## src/sfl_defs.vh

```
// Constants for the serial flash latch, status and boot command logic
`ifndef SFL_DEFS_VH
`define SFL_DEFS_VH

// Opcodes
`define SFL_OP_LATCH_SET 8'h06
`define SFL_OP_LATCH_CLR 8'h04
`define SFL_OP_FLAG_CLR 8'h30
`define SFL_OP_ECC_RD 8'h18
`define SFL_OP_BCFG_RD 8'h14
`define SFL_OP_BCFG_WR 8'h15
`define SFL_OP_PAT_NV 8'h43
`define SFL_OP_PAT_VOL 8'h4a
`define SFL_OP_PAT_RD 8'h41

// Bit counts of a frame
`define SFL_BITS_OPC 6'h08
`define SFL_BITS_BYTE 6'h10
`define SFL_BITS_WORD 6'h28
`define SFL_BITS_MAX 6'h3f

// Boot configuration fields
`define SFL_BC_EN 0
`define SFL_BC_DLY_LO 1
`define SFL_BC_DLY_HI 8
`define SFL_BC_SA_LO 9
`define SFL_BC_SA_HI 31
`define SFL_BC_SA_PAD 9'h000

// ECC unit handling
`define SFL_ECC_LAST 4'hf
`define SFL_ECC_MASK 32'hfffffff0
`define SFL_ECC_STEP 32'h00000010

// Output lane enables, low drives
`define SFL_OE_NONE 4'hf
`define SFL_OE_SER 4'hd
`define SFL_OE_QUAD 4'h0

`endif

```

## src/sfl_sync.v

```verilog
// Two flip-flop synchroniser for pin inputs
`timescale 1ns/10ps
`default_nettype none
module sfl_sync #(
    parameter W = 3,
    parameter [W-1:0] INIT = {W{1'b0}}
) (
    input wire core_clk,
    input wire nrst,
    input wire [W-1:0] d,
    output reg [W-1:0] q
);
    reg [W-1:0] meta_q;

    // ***************************
    // Two stage capture
    // ***************************
    always @(posedge core_clk or negedge nrst) begin
        if (!nrst) begin
            meta_q <= INIT;
            q <= INIT;
        end else begin
            meta_q <= d;
            q <= meta_q;
        end
    end
endmodule // sfl_sync
`default_nettype wire

```

## src/sfl_cmd.v

```verilog
// Serial flash latch, status, ECC status, boot read and pattern commands
`timescale 1ns/10ps
`default_nettype none
`include "sfl_defs.vh"
module sfl_cmd #(
    parameter NV_WRITE_CYCLES = 1000,
    parameter [31:0] BOOT_CFG_INIT = 32'h00000000,
    parameter [7:0] PATTERN_INIT = 8'h00
) (
    input wire core_clk,
    input wire nrst,
    input wire cs_n,
    input wire sck,
    input wire si,
    input wire quad_mode,
    input wire [3:0] read_latency,
    input wire [7:0] ecc_unit_status,
    input wire [7:0] rd_data,
    input wire nv_erase_fail,
    input wire nv_prog_fail,
    output reg [3:0] dq_out_q,
    output reg [3:0] dq_oe_n_q,
    output reg [31:0] rd_addr_q,
    output reg write_permit_latch_q,
    output reg busy_flag_q,
    output reg erase_fail_q,
    output reg program_fail_q,
    output reg [31:0] boot_cfg_q,
    output reg [7:0] learning_pattern_q
);
    // One-hot frame states
    localparam [6:0] S_OPC = 7'h01;
    localparam [6:0] S_ADDR = 7'h02;
    localparam [6:0] S_DUMMY = 7'h04;
    localparam [6:0] S_RX = 7'h08;
    localparam [6:0] S_TX = 7'h10;
    localparam [6:0] S_SKIP = 7'h20;
    localparam [6:0] S_BDLY = 7'h40;

    // Output sources
    localparam [3:0] SRC_ECC = 4'h1;
    localparam [3:0] SRC_BCFG = 4'h2;
    localparam [3:0] SRC_PAT = 4'h4;
    localparam [3:0] SRC_BOOT = 4'h8;

    localparam [15:0] NV_CYC = NV_WRITE_CYCLES[15:0];

    // ***************************
    // Pin synchronisation
    // ***************************
    wire [2:0] pin_s;
    wire cs_s;
    wire sck_s;
    wire si_s;

    sfl_sync #(.W(3), .INIT(3'b100)) u_sync (
        .core_clk(core_clk),
        .nrst(nrst),
        .d({cs_n, sck, si}),
        .q(pin_s)
    );

    assign cs_s = pin_s[2];
    assign sck_s = pin_s[1];
    assign si_s = pin_s[0];

    reg cs_d_q;
    reg sck_d_q;

    // Edge history of synchronised pins
    always @(posedge core_clk or negedge nrst) begin
        if (!nrst) begin
            cs_d_q <= 1'b1;
            sck_d_q <= 1'b0;
        end else begin
            cs_d_q <= cs_s;
            sck_d_q <= sck_s;
        end
    end

    wire cs_fall = ~cs_s & cs_d_q;
    wire cs_rise = cs_s & ~cs_d_q;
    wire sck_rise = sck_s & ~sck_d_q & ~cs_s;
    wire sck_fall = ~sck_s & sck_d_q & ~cs_s;

    // ***************************
    // Frame state
    // ***************************
    reg [6:0] state_q;
    reg [31:0] sh_q;
    reg [5:0] bits_q;
    reg [7:0] opc_q;
    reg [7:0] dcnt_q;
    reg [3:0] src_q;
    reg [3:0] rep_q;
    reg [7:0] tx_sh_q;
    reg [2:0] tx_cnt_q;
    reg quad_q;
    reg boot_pend_q;
    reg [7:0] pattern_nv_register_q;
    reg op_run_q;

    wire [7:0] boot_dly = boot_cfg_q[`SFL_BC_DLY_HI:`SFL_BC_DLY_LO];
    wire boot_go = cs_fall & boot_pend_q & boot_cfg_q[`SFL_BC_EN];
    wire boot_now = boot_go & (boot_dly == 8'h00);
    wire [7:0] opc_next = {sh_q[6:0], si_s};
    wire [31:0] addr_next = {sh_q[30:0], si_s};
    wire boot_quad = quad_mode;

    // Byte to be sent next
    reg [7:0] nb;
    always @* begin
        case (src_q)
            SRC_ECC: nb = ecc_unit_status;
            SRC_BCFG: begin
                case (rep_q[1:0])
                    2'h0: nb = boot_cfg_q[7:0];
                    2'h1: nb = boot_cfg_q[15:8];
                    2'h2: nb = boot_cfg_q[23:16];
                    default: nb = boot_cfg_q[31:24];
                endcase
            end
            SRC_PAT: nb = learning_pattern_q;
            SRC_BOOT: nb = rd_data;
            default: nb = 8'h00;
        endcase
    end

    wire tx_load = (sck_fall & (state_q == S_TX) & (tx_cnt_q == 3'h0)) | boot_now;
    wire tx_shift = sck_fall & (state_q == S_TX) & (tx_cnt_q != 3'h0);

    // Command sequencing on the serial clock edges
    always @(posedge core_clk or negedge nrst) begin
        if (!nrst) begin
            state_q <= S_OPC;
            sh_q <= 32'h00000000;
            bits_q <= 6'h00;
            opc_q <= 8'h00;
            dcnt_q <= 8'h00;
            src_q <= 4'h0;
            boot_pend_q <= 1'b1;
        end else if (cs_s) begin
            // Select high ends any frame, boot included
            state_q <= S_OPC;
            bits_q <= 6'h00;
        end else if (cs_fall) begin
            bits_q <= 6'h00;
            opc_q <= 8'h00;
            boot_pend_q <= 1'b0;
            if (boot_go) begin
                src_q <= SRC_BOOT;
                dcnt_q <= boot_dly;
                state_q <= boot_now ? S_TX : S_BDLY;
            end else begin
                src_q <= 4'h0;
                state_q <= S_OPC;
            end
        end else if (sck_rise) begin
            sh_q <= addr_next;
            if (bits_q != `SFL_BITS_MAX) begin
                bits_q <= bits_q + 6'h01;
            end
            case (state_q)
                S_OPC: begin
                    if (bits_q == `SFL_BITS_OPC - 6'h01) begin
                        opc_q <= opc_next;
                        if (opc_next == `SFL_OP_ECC_RD) begin
                            src_q <= SRC_ECC;
                            state_q <= S_ADDR;
                        end else if (opc_next == `SFL_OP_BCFG_RD) begin
                            src_q <= SRC_BCFG;
                            state_q <= S_TX;
                        end else if (opc_next == `SFL_OP_PAT_RD) begin
                            src_q <= SRC_PAT;
                            state_q <= S_TX;
                        end else if (opc_next == `SFL_OP_BCFG_WR ||
                                     opc_next == `SFL_OP_PAT_NV ||
                                     opc_next == `SFL_OP_PAT_VOL) begin
                            state_q <= S_RX;
                        end else begin
                            state_q <= S_SKIP;
                        end
                    end
                end
                S_ADDR: begin
                    if (bits_q == `SFL_BITS_WORD - 6'h01) begin
                        dcnt_q <= {4'h0, read_latency};
                        state_q <= (read_latency == 4'h0) ? S_TX : S_DUMMY;
                    end
                end
                S_DUMMY, S_BDLY: begin
                    dcnt_q <= dcnt_q - 8'h01;
                    if (dcnt_q == 8'h01) begin
                        state_q <= S_TX;
                    end
                end
                default: begin
                    state_q <= state_q;
                end
            endcase
        end
    end

    // ***************************
    // Output shifter
    // ***************************
    always @(posedge core_clk or negedge nrst) begin
        if (!nrst) begin
            tx_sh_q <= 8'h00;
            tx_cnt_q <= 3'h0;
            quad_q <= 1'b0;
            rep_q <= 4'h0;
            rd_addr_q <= 32'h00000000;
            dq_out_q <= 4'h0;
            dq_oe_n_q <= `SFL_OE_NONE;
        end else if (cs_s) begin
            tx_cnt_q <= 3'h0;
            rep_q <= 4'h0;
            dq_oe_n_q <= `SFL_OE_NONE;
        end else if (cs_fall) begin
            tx_cnt_q <= 3'h0;
            rep_q <= 4'h0;
            quad_q <= boot_go & boot_quad;
            // Boot address is the 512 byte aligned start field
            rd_addr_q <= {boot_cfg_q[`SFL_BC_SA_HI:`SFL_BC_SA_LO], `SFL_BC_SA_PAD};
            if (boot_now) begin
                // Zero delay: first bits must stand before the first rise
                dq_out_q <= boot_quad ? rd_data[7:4] : {2'b00, rd_data[7], 1'b0};
                dq_oe_n_q <= boot_quad ? `SFL_OE_QUAD : `SFL_OE_SER;
                tx_sh_q <= boot_quad ? {rd_data[3:0], 4'h0} : {rd_data[6:0], 1'b0};
                tx_cnt_q <= boot_quad ? 3'h1 : 3'h7;
                rd_addr_q <= {boot_cfg_q[`SFL_BC_SA_HI:`SFL_BC_SA_LO], `SFL_BC_SA_PAD} +
                             32'h00000001;
            end
        end else if (sck_rise && state_q == S_ADDR && bits_q == `SFL_BITS_WORD - 6'h01) begin
            rd_addr_q <= addr_next & `SFL_ECC_MASK;
        end else if (tx_load) begin
            // Fresh byte, MSB first
            dq_out_q <= quad_q ? nb[7:4] : {2'b00, nb[7], 1'b0};
            dq_oe_n_q <= quad_q ? `SFL_OE_QUAD : `SFL_OE_SER;
            tx_sh_q <= quad_q ? {nb[3:0], 4'h0} : {nb[6:0], 1'b0};
            tx_cnt_q <= quad_q ? 3'h1 : 3'h7;
            rep_q <= rep_q + 4'h1;
            if (src_q == SRC_ECC && rep_q == `SFL_ECC_LAST) begin
                rd_addr_q <= rd_addr_q + `SFL_ECC_STEP;
            end else if (src_q == SRC_BOOT) begin
                rd_addr_q <= rd_addr_q + 32'h00000001;
            end
        end else if (tx_shift) begin
            dq_out_q <= quad_q ? tx_sh_q[7:4] : {2'b00, tx_sh_q[7], 1'b0};
            tx_sh_q <= quad_q ? {tx_sh_q[3:0], 4'h0} : {tx_sh_q[6:0], 1'b0};
            tx_cnt_q <= tx_cnt_q - 3'h1;
        end
    end

    // ***************************
    // Register and latch updates
    // ***************************
    wire len8 = (bits_q == `SFL_BITS_OPC);
    wire len16 = (bits_q == `SFL_BITS_BYTE);
    wire len40 = (bits_q == `SFL_BITS_WORD);
    wire exec = cs_rise & (src_q != SRC_BOOT);
    wire wr_ok = write_permit_latch_q & ~busy_flag_q;
    wire do_lset = exec & len8 & (opc_q == `SFL_OP_LATCH_SET);
    wire do_lclr = exec & len8 & (opc_q == `SFL_OP_LATCH_CLR) & ~busy_flag_q;
    wire do_fclr = exec & len8 & (opc_q == `SFL_OP_FLAG_CLR);
    wire do_bcwr = exec & len40 & (opc_q == `SFL_OP_BCFG_WR) & wr_ok;
    wire do_pnv = exec & len16 & (opc_q == `SFL_OP_PAT_NV) & wr_ok;
    wire do_pvol = exec & len16 & (opc_q == `SFL_OP_PAT_VOL) & wr_ok;
    wire [31:0] word_le = {sh_q[7:0], sh_q[15:8], sh_q[23:16], sh_q[31:24]};

    reg op_boot_q;
    reg [31:0] op_data_q;
    reg [15:0] op_cnt_q;
    wire op_done = op_run_q & (op_cnt_q == 16'h0001);

    // Self-timed nonvolatile write engine
    always @(posedge core_clk or negedge nrst) begin
        if (!nrst) begin
            op_run_q <= 1'b0;
            op_boot_q <= 1'b0;
            op_data_q <= 32'h00000000;
            op_cnt_q <= 16'h0000;
        end else if (do_bcwr || do_pnv) begin
            op_run_q <= 1'b1;
            op_boot_q <= do_bcwr;
            op_data_q <= do_bcwr ? word_le : {24'h000000, sh_q[7:0]};
            op_cnt_q <= NV_CYC;
        end else if (op_run_q) begin
            op_cnt_q <= op_cnt_q - 16'h0001;
            if (op_done) begin
                op_run_q <= 1'b0;
            end
        end
    end

    // Latch, flags and stored registers; hardware sets win over clears
    always @(posedge core_clk or negedge nrst) begin
        if (!nrst) begin
            write_permit_latch_q <= 1'b0;
            erase_fail_q <= 1'b0;
            program_fail_q <= 1'b0;
            boot_cfg_q <= BOOT_CFG_INIT;
            pattern_nv_register_q <= PATTERN_INIT;
            learning_pattern_q <= PATTERN_INIT;
        end else begin
            if (do_lset) begin
                write_permit_latch_q <= 1'b1;
            end else if (do_lclr || op_done) begin
                write_permit_latch_q <= 1'b0;
            end
            if (do_fclr) begin
                erase_fail_q <= 1'b0;
                program_fail_q <= 1'b0;
            end
            if (op_done) begin
                if (op_boot_q && nv_erase_fail) begin
                    erase_fail_q <= 1'b1;
                end
                if (nv_prog_fail) begin
                    program_fail_q <= 1'b1;
                end
                if (!nv_erase_fail && !nv_prog_fail) begin
                    if (op_boot_q) begin
                        boot_cfg_q <= op_data_q;
                    end else begin
                        pattern_nv_register_q <= op_data_q[7:0];
                    end
                end
            end
            // Volatile pattern is also the byte sent by the pattern read
            if (do_pvol) begin
                learning_pattern_q <= sh_q[7:0];
            end
        end
    end

    // Busy while writing or while a fail flag stands
    always @(posedge core_clk or negedge nrst) begin
        if (!nrst) begin
            busy_flag_q <= 1'b0;
        end else begin
            busy_flag_q <= (op_run_q & ~op_done) | do_bcwr | do_pnv |
                           ((erase_fail_q | program_fail_q) & ~do_fclr) |
                           (op_done & (nv_prog_fail | (op_boot_q & nv_erase_fail)));
        end
    end

    // Frames of any other length match no exec term above

endmodule // sfl_cmd
`default_nettype wire

```

## config.mk

```make
export PLATFORM = sky130hd
export DESIGN_NAME = sfl_cmd
export DESIGN_NICKNAME = d
export VERILOG_FILES = /design/src/sfl_sync.v /design/src/sfl_cmd.v
export VERILOG_INCLUDE_DIRS = /design/src
export SDC_FILE = /design/constraint.sdc
export NUM_CORES = 1
export LEC_CHECK = 0
export BUFFER_PORTS_ARGS = -buffer_cell sky130_fd_sc_hd__buf_2
export CAP_MARGIN = 10
export CORE_UTILIZATION = 60
export CTS_CLUSTER_DIAMETER = 100
export CTS_CLUSTER_SIZE = 20
export DETAILED_ROUTE_END_ITERATION = 8
export PLACE_DENSITY = 0.8
export SYNTH_ARGS = -nofsm -noshare
export SYNTH_HDL_FRONTEND = slang
export SYNTH_SLANG_ARGS = --single-unit
export TNS_END_PERCENT = 30
```

## constraint.sdc

```tcl
create_clock -name core_clk -period 3.3 [get_ports core_clk]
set_input_delay 0.33 -clock core_clk [delete_from_list [all_inputs] [get_ports core_clk]]
set_output_delay 0.33 -clock core_clk [all_outputs]
set_load 0.01 [all_outputs]
```

==> qor.csv, run 1 <==
stage,metric,value,unit
status,status,"finished, final reports clean",
timing,setup_tns,0,ns
timing,fin_skew,0.0251,ns
grt,grt_max_degree,95,
layout,nFillCells,1407,
yosys,synth_edf_count,0,
timing,fin_crit_sh,86.0,%
die,rows,49,
job,drv_cap,0,
critical_path,r2r_end,tx_sh_q[5],
grt,use_met3,7.67,%
grt,grt_pass1_wl,49600,um
die,die-area,0.0194,sq mm
critical_path,rrSetupSlack,0.46,ns
power,pwr-share-comb,6.2,%
layout,area_growth,11.3,%
min_path,hold_path_class,primary input to register,
critical_path,worst_ep_required_time,3.68,ns
min_path,hold_path_end,tx_sh_q[3],
yosys,avgSynthCellArea,10.1,sq um
power,peakVddDrop,0.471,mV
yosys,synthFlopType,dfrtp_1,
critical_path,r2r_cells,6,
power,p_total,5.00,mW
critical_path,crit_arrival,3.21,ns
routing,routedWlPerCell,21.5,um
power,switchingPower,1.26,mW
timing,maxSlewViolCount,0,
timing,rsz0062_at_grt,no,
yosys,ys_types,78,
layout,drive_above_1_share,20.9,%
placement,place.gp.congestion,0.946,
routing,drtIter0Drc,1107,
grt,met1_usage,46.2,%
clock_network,max-clock-path-buffers,3,
grt,grt_overflow,0,
die,start_util,62.2,%
clock_network,clkSinkCount,221,
routing,drc,0,
power,p_per_area,396,mW/mm^2
power,sw_frac_of_total,25.1,%
clock_network,htreeDepth,1,
timing,setup_viol,0,
clock_network,cts_resized,0,
power,p_clk_share,36.7,%
die,die_height,139,um
placement,dp_slack,0.527,ns
timing,period_minus_slack,2.84,ns
clock_network,ctsHoldBuffers,4,
grt,grt_pass1_vias,9062,
routing,drt-pass1-iter-count,7,
critical_path,critPathMaxFanout,10,
critical_path,end_kind,register,
routing,viasPerCell,6.57,
timing,timing.final.ws_setup,0.461,ns
power,p_seq_share,57.1,%
min_path,hold_depth,3,
timing,fmax,352,MHz
yosys,syn-num-nets,1166,
layout,nets,1257,
yosys,syn_area,0.0113,sq mm
clock_network,clock_latency,0.50,ns
timing,final_hold_viol_count,0,
routing,vias,9541,
grt,busiest_layer,met2,
clock_network,cts_setup_buffers,0,
grt,antenna_found_initial,0,
placement,port-buffer-count,111,
grt,grt_util_met2,49.1,%
yosys,syn_inst,1124,
clock_network,clkTransAtPathRegs,0.09,ns
yosys,ys_ff_latch,221,
critical_path,r2r-start,boot_cfg_q[5],
power,p_int,3.74,mW
routing,drtAntennaViolNets,0,
yosys,async_reset_ff_share,100,%
yosys,yosysWarnings,0,
timing,relSlewSlack,34.7,%
die,coreArea,0.0182,sq mm
clock_network,clock_tree.root_cell,clkbuf_16,
clock_network,cts-buffers-inserted,15,
layout,num_antenna_cells,0,
yosys,seq_area_frac_synth,48.9,%
critical_path,start_kind,register,
die,ioPinCount,112,
timing,worstMarginPinSlew,0.980,ns
timing,holdWs,0.143,ns
placement,post-dp-hpwl,22200,um
grt,grt_usage,32.6,%
min_path,hold_start,rd_data[2],
critical_path,crit_type,register to register,
clock_network,cts_tree,built,
power,p_leak,6.17,nW
routing,drt-total-wl,31200,um
die,die_w,139,um
placed cells by master, fill, tap and decap left out, types with 5 or more instances in the layout:
cell type / n
a2bb2oi_1: 13
a221oi_1: 8
nor2_1: 95
nand3_1: 53
xor2_1: 12
or4_1: 5
xnor2_1: 16
a22oi_1: 20
nor4_1: 15
nor4bb_1: 5
nand3b_1: 6
inv_1: 30
nor4b_1: 8
nor3b_1: 6
mux2i_1: 24
clkbuf_16: 15
a21oi_1: 50
and3_1: 15
clkbuf_1: 9
nand4_1: 16
and4_1: 6
dfstp_2: 7
and2_1: 6
o22a_1: 6
a211oi_1: 15
a222oi_1: 7
a21o_1: 9
buf_2: 110
o21a_1: 9
nor2b_1: 10
dfrtp_1: 214
a31oi_1: 14
buf_4: 30
mux2_2: 73
nand2b_1: 7
nand2_1: 103
a22o_1: 19
o21ai_0: 44
nor3_1: 25
ha_1: 14
metal layers:
layer | vias to the layer above | routed length (um) | share of wire (%)
li1 | 4306 | - | -
met2 | 481 | 13900 | 44
met5 | - | 0 | 0
met4 | 0 | 999 | 3.2
met3 | 87 | 3060 | 9.8
met1 | 4667 | 13300 | 43
critical path, stage by stage, from the launching register on:
cell and delay [ns]:
dfrtp_1 0.43, or4_1 0.60, or3_1 0.57, and2_0 0.33, a2111oi_0 0.48, o32a_1 0.26
a21oi_1 0.07
layout make-up:
type                            count  area [sq um]  share of cell area [%]
Clock buffer                       24           409                    3.24
Sequential cell                   221          5540                    43.9
Clock inverter                      2          28.8                   0.228
Tap cell                          229           287                    2.27
Inverter                           30           113                   0.893
Multi-Input combinational cell    801          5380                    42.7
Timing Repair Buffer              146           851                    6.75
through the flow:
stage	util, %	instances	cell area (sq um)
2_1_floorplan	-	1124	11300
3_3_place_gp	66.6	1423	12100
3_5_place_dp	66.6	1423	12100
4_1_cts	69.3	1453	12600
5_1_grt	69.3	1453	12600
6_report	69.3	1453	12600
flip-flops by register name, indices dropped and copies added, names as in the netlist, 8 cells and up:
register and flops:
dcnt_q 8, rd_addr_q 32, boot_cfg_q 32, learning_pattern_q 8, opc_q 8, op_cnt_q 16
sh_q 32, op_data_q 32
power by group through the flow:
stage	clock network [mW]	logic [mW]	registers, mW
5_1_grt	1.98	0.336	2.86
3_5_place_dp	0	0.303	2.90
6_report	1.83	0.310	2.85
2_1_floorplan	0	0.205	2.82
3_3_place_gp	0	0.296	2.90
4_1_cts	1.87	0.309	2.84
worst max path at each step:
stage                   from        endpoint  slack [ns]  cells past startpoint
5_1_grt        boot_cfg_q[5]      tx_sh_q[5]        0.35                      7
6_report       boot_cfg_q[5]      tx_sh_q[5]        0.46                      6
3_3_place_gp   boot_cfg_q[5]   rd_addr_q[26]        0.57                      6
2_1_floorplan    op_cnt_q[6]  boot_cfg_q[13]        0.65                      8
4_1_cts        boot_cfg_q[5]      tx_sh_q[5]        0.50                      6
3_5_place_dp   boot_cfg_q[5]      tx_sh_q[5]        0.53                      6
cell families after synthesis:
kind of cell / after synthesis / share of synthesized area (%)
AND/OR/NAND/NOR: 409 / 18.7
XOR/XNOR: 28 / 2.16
multiplexers: 101 / 9.77
adder cells (fa/ha/maj): 14 / 1.55
buffers and inverters: 102 / 3.75
flip-flops: 221 / 48.9
AO/OA/AOI/OAI: 249 / 15.2
cells in the mapped netlist, types with 19 or more instances:
cell type | instances | area [sq um]
nand2_1 | 103 | 387
mux2i_1 | 24 | 240
a21oi_1 | 50 | 250
dfrtp_1 | 214 | 5360
nor3_1 | 26 | 130
clkbuf_1 | 54 | 203
o21ai_0 | 44 | 220
mux2_2 | 73 | 822
nor2_1 | 95 | 357
nand3_1 | 53 | 265
inv_1 | 30 | 113
a22oi_1 | 20 | 150
a22o_1 | 19 | 166
Note: power is estimated with default switching activity, not from simulation.
==> run 2: changes to the inputs <==
--- a/config.mk
+++ b/config.mk
@@ -12,7 +12,7 @@
 export CTS_CLUSTER_DIAMETER = 100
 export CTS_CLUSTER_SIZE = 20
 export DETAILED_ROUTE_END_ITERATION = 8
-export PLACE_DENSITY = 0.8
+export PLACE_DENSITY = 0.92
 export SYNTH_ARGS = -nofsm -noshare
 export SYNTH_HDL_FRONTEND = slang
 export SYNTH_SLANG_ARGS = --single-unit
==> qor.csv, run 2 (synthesis results as in run 1) <==
stage,metric,value,unit
status,status,"finished, final reports clean",
layout,drive_above_1_share,20.6,%
layout,seq_area,0.00554,sq mm
layout,num_antenna_cells,0,
layout,area_growth,11.0,%
routing,drt-total-wl,32800,um
die,die-area,0.0194,sq mm
grt,grt_usage,34.4,%
timing,fin_skew,0.0204,ns
layout,mostFrequentLayoutCell,dfrtp_1,
min_path,hold_path_class,primary input to register,
clock_network,clkTransAtPathRegs,0.09,ns
power,p_per_area,395,mW/mm^2
timing,relSlewSlack,30.4,%
grt,grt_max_degree,102,
routing,drc,0,
die,die_height,139,um
timing,worstMarginPinSlew,1.04,ns
job,drv_cap,0,
grt,grt_pass1_vias,9637,
critical_path,crit_arrival,3.18,ns
grt,grt_overflow,0,
routing,routedWlPerCell,22.7,um
grt,antenna_found_initial,0,
layout,multiInputGateArea,0.00538,sq mm
routing,drtAntennaViolNets,0,
placement,port-buffer-count,111,
routing,viasPerCell,6.86,
power,p_leak,6.14,nW
clock_network,cts_resized,0,
die,die_w,139,um
critical_path,crit_type,register to register,
routing,drt-pass1-iter-count,8,
clock_network,cts_tree,built,
power,p_total,4.97,mW
placement,post-dp-hpwl,23100,um
critical_path,worst_ep_required_time,3.68,ns
grt,grt_pass1_wl,52600,um
timing,setup_viol,0,
timing,setup_tns,0,ns
die,coreArea,0.0182,sq mm
routing,vias,9893,
critical_path,critPathMaxFanout,17,
clock_network,clkSinkCount,221,
clock_network,clock_latency,0.49,ns
die,start_util,62.2,%
critical_path,r2r_cells,6,
critical_path,start_kind,register,
layout,nets,1251,
power,peakVddDrop,0.483,mV
clock_network,max-clock-path-buffers,3,
layout,nFillCells,1347,
timing,rsz0062_at_grt,no,
placement,place.gp.congestion,0.973,
die,rows,49,
min_path,hold_depth,3,
clock_network,htreeDepth,1,
timing,period_minus_slack,2.80,ns
die,ioPinCount,112,
layout,final_cell_mix,"dfrtp_1 (214), buf_2 (110), nand2_1 (103)",
routing,drtIter0Drc,1025,
clock_network,cts-buffers-inserted,15,
timing,fin_crit_sh,84.9,%
timing,final_hold_viol_count,0,
timing,maxSlewViolCount,0,
critical_path,end_kind,register,
clock_network,clock_tree.root_cell,clkbuf_16,
timing,fmax,357,MHz
## run 2: cell types whose count changed in the layout (fill, tap and decap cells not counted)
| cell | change |
|---|---|
| buf_4 | -8 |
| clkbuf_1 | -4 |
| buf_12 | +2 |
## run 2: power by group
part | switching, mW | leakage [nW] | internal, mW
Sequential | 0.128 | 3.00 | 2.74
Combinational | 0.176 | 2.94 | 0.114
Clock | 0.946 | 0.205 | 0.861
## run 2: worst max-delay path, stage by stage (launching register included)
cell,delay [ns]
dfstp_2,0.74
nand4b_1,0.27
or3_1,0.38
a21oi_2,0.20
nor2_1,0.77
nor2_1,0.13
o22a_1,0.21
## run 2: layout make-up
| class | count | share of cell area (%) |
|---|---|---|
| clock buffer | 20 | 3.13 |
| sequential | 221 | 44.0 |
| inverter | 30 | 0.895 |
| timing repair buffer | 140 | 6.61 |
| clock inverter | 2 | 0.229 |
| tap | 229 | 2.28 |
| multi-input combinational | 801 | 42.8 |
## run 2: worst paths after layout
| check | start | end | slack (ns) |
|---|---|---|---|
| max in group asynchronous | nrst | dq_oe_n_q[2] | 2.00 |
| min | nv_prog_fail | program_fail_q | 0.16 |
| min in group asynchronous | nrst | rd_addr_q[31] | 0.45 |
| max reg2reg | u_sync.q[2] | rd_addr_q[18] | 0.50 |
| min reg2reg | u_sync.meta_q[2] | u_sync.q[2] | 0.36 |
| max | u_sync.q[2] | rd_addr_q[18] | 0.50 |
## run 2: repair_timing
item	4_1_cts	5_1_grt
setup buffers	0	0
hold buffers	4	0
endpoints found under the hold margin	100	0
## run 2: layer usage
layer	track usage [%]	wire, um	up-vias
li1	-	-	4283
met1	46.9	12800	4801
met2	53.3	14700	669
met3	8.22	3880	140
met4	13.7	1370	0
met5	0	0	-
## run 2: stage by stage
step	worst slack (ns)	utilization, %	cells	area [sq um]	hold WS (ns)
after floorplan	0.654	-	1124	11300	0.0344
after global placement	0.576	66.5	1417	12100	0.336
after detailed placement	0.559	66.5	1417	12100	0.348
after CTS	0.541	69.1	1443	12600	0.145
after global routing	0.298	69.1	1443	12600	0.167
final	0.500	69.1	1443	12600	0.161
==> run 3: changes to the inputs <==
--- a/config.mk
+++ b/config.mk
@@ -6,13 +6,14 @@
 export SDC_FILE = /design/constraint.sdc
 export NUM_CORES = 1
 export LEC_CHECK = 0
+export ABC_AREA = 1
 export BUFFER_PORTS_ARGS = -buffer_cell sky130_fd_sc_hd__buf_2
 export CAP_MARGIN = 10
 export CORE_UTILIZATION = 60
 export CTS_CLUSTER_DIAMETER = 100
 export CTS_CLUSTER_SIZE = 20
 export DETAILED_ROUTE_END_ITERATION = 8
-export PLACE_DENSITY = 0.92
+export PLACE_DENSITY = 0.91
 export SYNTH_ARGS = -nofsm -noshare
 export SYNTH_HDL_FRONTEND = slang
 export SYNTH_SLANG_ARGS = --single-unit
==> constraint.sdc (replaced) <==
create_clock -name core_clk -period 2.8 [get_ports core_clk]
set_input_delay 0.28 -clock core_clk [delete_from_list [all_inputs] [get_ports core_clk]]
set_output_delay 0.28 -clock core_clk [all_outputs]
set_load 0.01 [all_outputs]
==> qor.csv, run 3 <==
stage,metric,value,unit
placement,post-dp-hpwl,26300,um
status,status,"finished, final reports clean",
timing,maxSlewViolCount,0,
routing,routedWlPerCell,17.9,um
timing,rsz0062_at_grt,no,
critical_path,crit_type,register to register,
timing,fin_crit_sh,89.9,%
routing,drt-pass1-iter-count,6,
yosys,synth_top_area_share,43.5,%
yosys,ys_types,54,
timing,period_minus_slack,2.52,ns
clock_network,max-clock-path-buffers,3,
routing,viasPerCell,5.98,
min_path,hold_path_end,program_fail_q,
yosys,async_reset_ff_share,100,%
timing,relSlewSlack,32.9,%
layout,finalNonFillerCells,2036,
critical_path,start_kind,register,
timing,worstMarginPinSlew,1.00,ns
critical_path,startpoint,u_sync.q[2],
min_path,hold_path_class,primary input to register,
yosys,synth_edf_count,0,
placement,port-buffer-count,111,
yosys,syn-num-nets,1712,
power,p_seq_share,53.7,%
yosys,syn_area,0.0123,sq mm
critical_path,end_kind,register,
routing,vias,12200,
critical_path,rrSetupSlack,0.28,ns
layout,drive_above_1_share,11.3,%
clock_network,cts_tree,built,
yosys,yosysWarnings,0,
routing,drc,0,
power,p_clk_share,31.5,%
routing,drtAntennaViolNets,0,
timing,setup_viol,0,
timing,fin_skew,0.0247,ns
die,start_util,61.1,%
routing,drtIter0Drc,1625,
min_path,hold_start,nv_prog_fail,
power,sw_frac_of_total,29.6,%
job,drv_cap,0,
power,p_leak,6.59,nW
die,rows,52,
clock_network,clkTransAtPathRegs,0.09,ns
clock_network,clkSinkCount,221,
yosys,seq_area_frac_synth,45.0,%
yosys,synthFlopType,dfrtp_1,
grt,grt_max_degree,91,
clock_network,cts-buffers-inserted,15,
grt,grt_pass1_vias,11300,
yosys,ys_top_cells_by_count,"nand2_1 (431), dfrtp_1 (214), nor2_1 (205)",
yosys,synth.most_common_cell,nand2_1,
layout,nets,1805,
clock_network,cts_resized,0,
layout,num_antenna_cells,0,
clock_network,clock_tree.root_cell,clkbuf_16,
yosys,yosys.area.top_type,dfrtp_1,
routing,drt-total-wl,36500,um
layout,area_growth,9.69,%
yosys,syn_inst,1670,
clock_network,htreeDepth,1,
critical_path,r2r-start,u_sync.q[2],
die,die_height,145,um
die,die_w,145,um
grt,antenna_found_initial,0,
yosys,synth_area_leaders,"dfrtp_1 (43%), nand2_1 (13%), o21ai_0 (6.3%), nor2_1 (6.2%), nand3_1 (6.0%)",
die,ioPinCount,112,
critical_path,worst_ep_required_time,3.21,ns
power,p_int,4.69,mW
power,pwr-share-comb,14.9,%
grt,grt_pass1_wl,58300,um
yosys,ys_ff_latch,221,
critical_path,r2r_end,rd_addr_q[19],
clock_network,cts_setup_buffers,0,
grt,grt_overflow,0,
timing,final_hold_viol_count,0,
timing,setup_tns,0,ns
power,switchingPower,1.97,mW
layout,mostFrequentLayoutCell,nand2_1,
die,coreArea,0.0202,sq mm
layout,final_cell_mix,"nand2_1 (431), dfrtp_1 (214), nor2_1 (205)",
critical_path,crit_arrival,2.93,ns
min_path,hold_depth,3,
power,p_per_area,493,mW/mm^2
timing,fmax,397,MHz
yosys,avgSynthCellArea,7.37,sq um
critical_path,critPathMaxFanout,41,
placement,dpl.cell_count,2012,
power,peakVddDrop,0.321,mV
die,die-area,0.0211,sq mm
placement,place.gp.congestion,0.984,
clock_network,clock_latency,0.49,ns
critical_path,r2r_cells,10,
grt,grt_usage,34.7,%
## run 3: cell types whose count changed after synthesis, moves of 23 or more
cell      before  now
inv_1         30  196
nor2_1        95  205
o22ai_1        3   41
o21ai_0       44  155
nand2_1      103  431
mux2i_1       24    1
nand3_1       53  148
clkbuf_1      54   14
mux2_2        73    0
## run 3: worst max-delay path by stage
stage,slack (ns),depth (start not counted),to
after floorplan,1.08,12,rd_addr_q[30]
after global placement,0.47,10,rd_addr_q[21]
after detailed placement,0.40,10,rd_addr_q[19]
after CTS,0.34,10,rd_addr_q[19]
after global routing,0.12,10,rd_addr_q[26]
final,0.28,10,rd_addr_q[19]
## run 3: timing repair
action,in CTS,in global routing
hold buffers,4,0
setup endpoints to repair,0,0
endpoints found under the hold margin,88,0
## run 3: metal layers
layer	up-vias	part of all wire (%)	track usage, %
li1	5582	-	-
met4	0	4.1	14.3
met5	-	0	0
met3	124	11	6.23
met1	5659	39	47.7
met2	813	45	54.4
## run 3: power groups by stage
stage                     logic, mW  clock network (mW)  registers [mW]
after floorplan               0.607                   0            3.60
after global placement        0.930                   0            3.62
after detailed placement      0.962                   0            3.62
after CTS                     0.973                2.10            3.56
after global routing           1.10                2.22            3.59
final                         0.989                2.10            3.57
## run 3: metrics by stage
| stage | util [%] | setup slack [ns] | power [mW] | hold slack (ns) | area (sq um) |
|---|---|---|---|---|---|
| final | 67.0 | 0.282 | 6.66 | 0.0280 | 13500 |
| after CTS | 67.0 | 0.337 | 6.64 | 0.0342 | 13500 |
| after detailed placement | 64.8 | 0.397 | 4.58 | 0.342 | 13100 |
| after global routing | 67.0 | 0.115 | 6.91 | 0.0526 | 13500 |
| after floorplan | - | 1.08 | 4.20 | -0.0156 | 12300 |
| after global placement | 64.8 | 0.466 | 4.55 | 0.335 | 13100 |
## run 3: layout make-up
cell class	count	area, sq um
fillers	1675	6660
multi-input cells	1186	5660
flip-flops and latches	221	5540
inverters	206	786
repair buffers	133	778
clock buffers	17	383
well taps	270	338
clock inverters	3	22.5
## run 3: cells by family after synthesis
kind of cell             count (synthesis)  synth area share, %
adder cells (fa/ha/maj)                 14                 1.42
flip-flops                             221                 45.0
multiplexers                             1               0.0813
AND/OR/NAND/NOR                        883                 31.3
AO/OA/AOI/OAI                          271                 12.0
buffers and inverters                  263                 9.04
XOR/XNOR                                17                 1.21
## run 3: critical path, stage by stage, from the launching register on
cell and delay, ns:
dfstp_2 0.63, inv_2 0.15, nand2_2 0.31, inv_2 0.09, nand3_2 0.16, nand2_4 0.16, clkinv_4 0.24, nand2_8 0.21
inv_4 0.24, nor2_1 0.07, a21oi_1 0.16
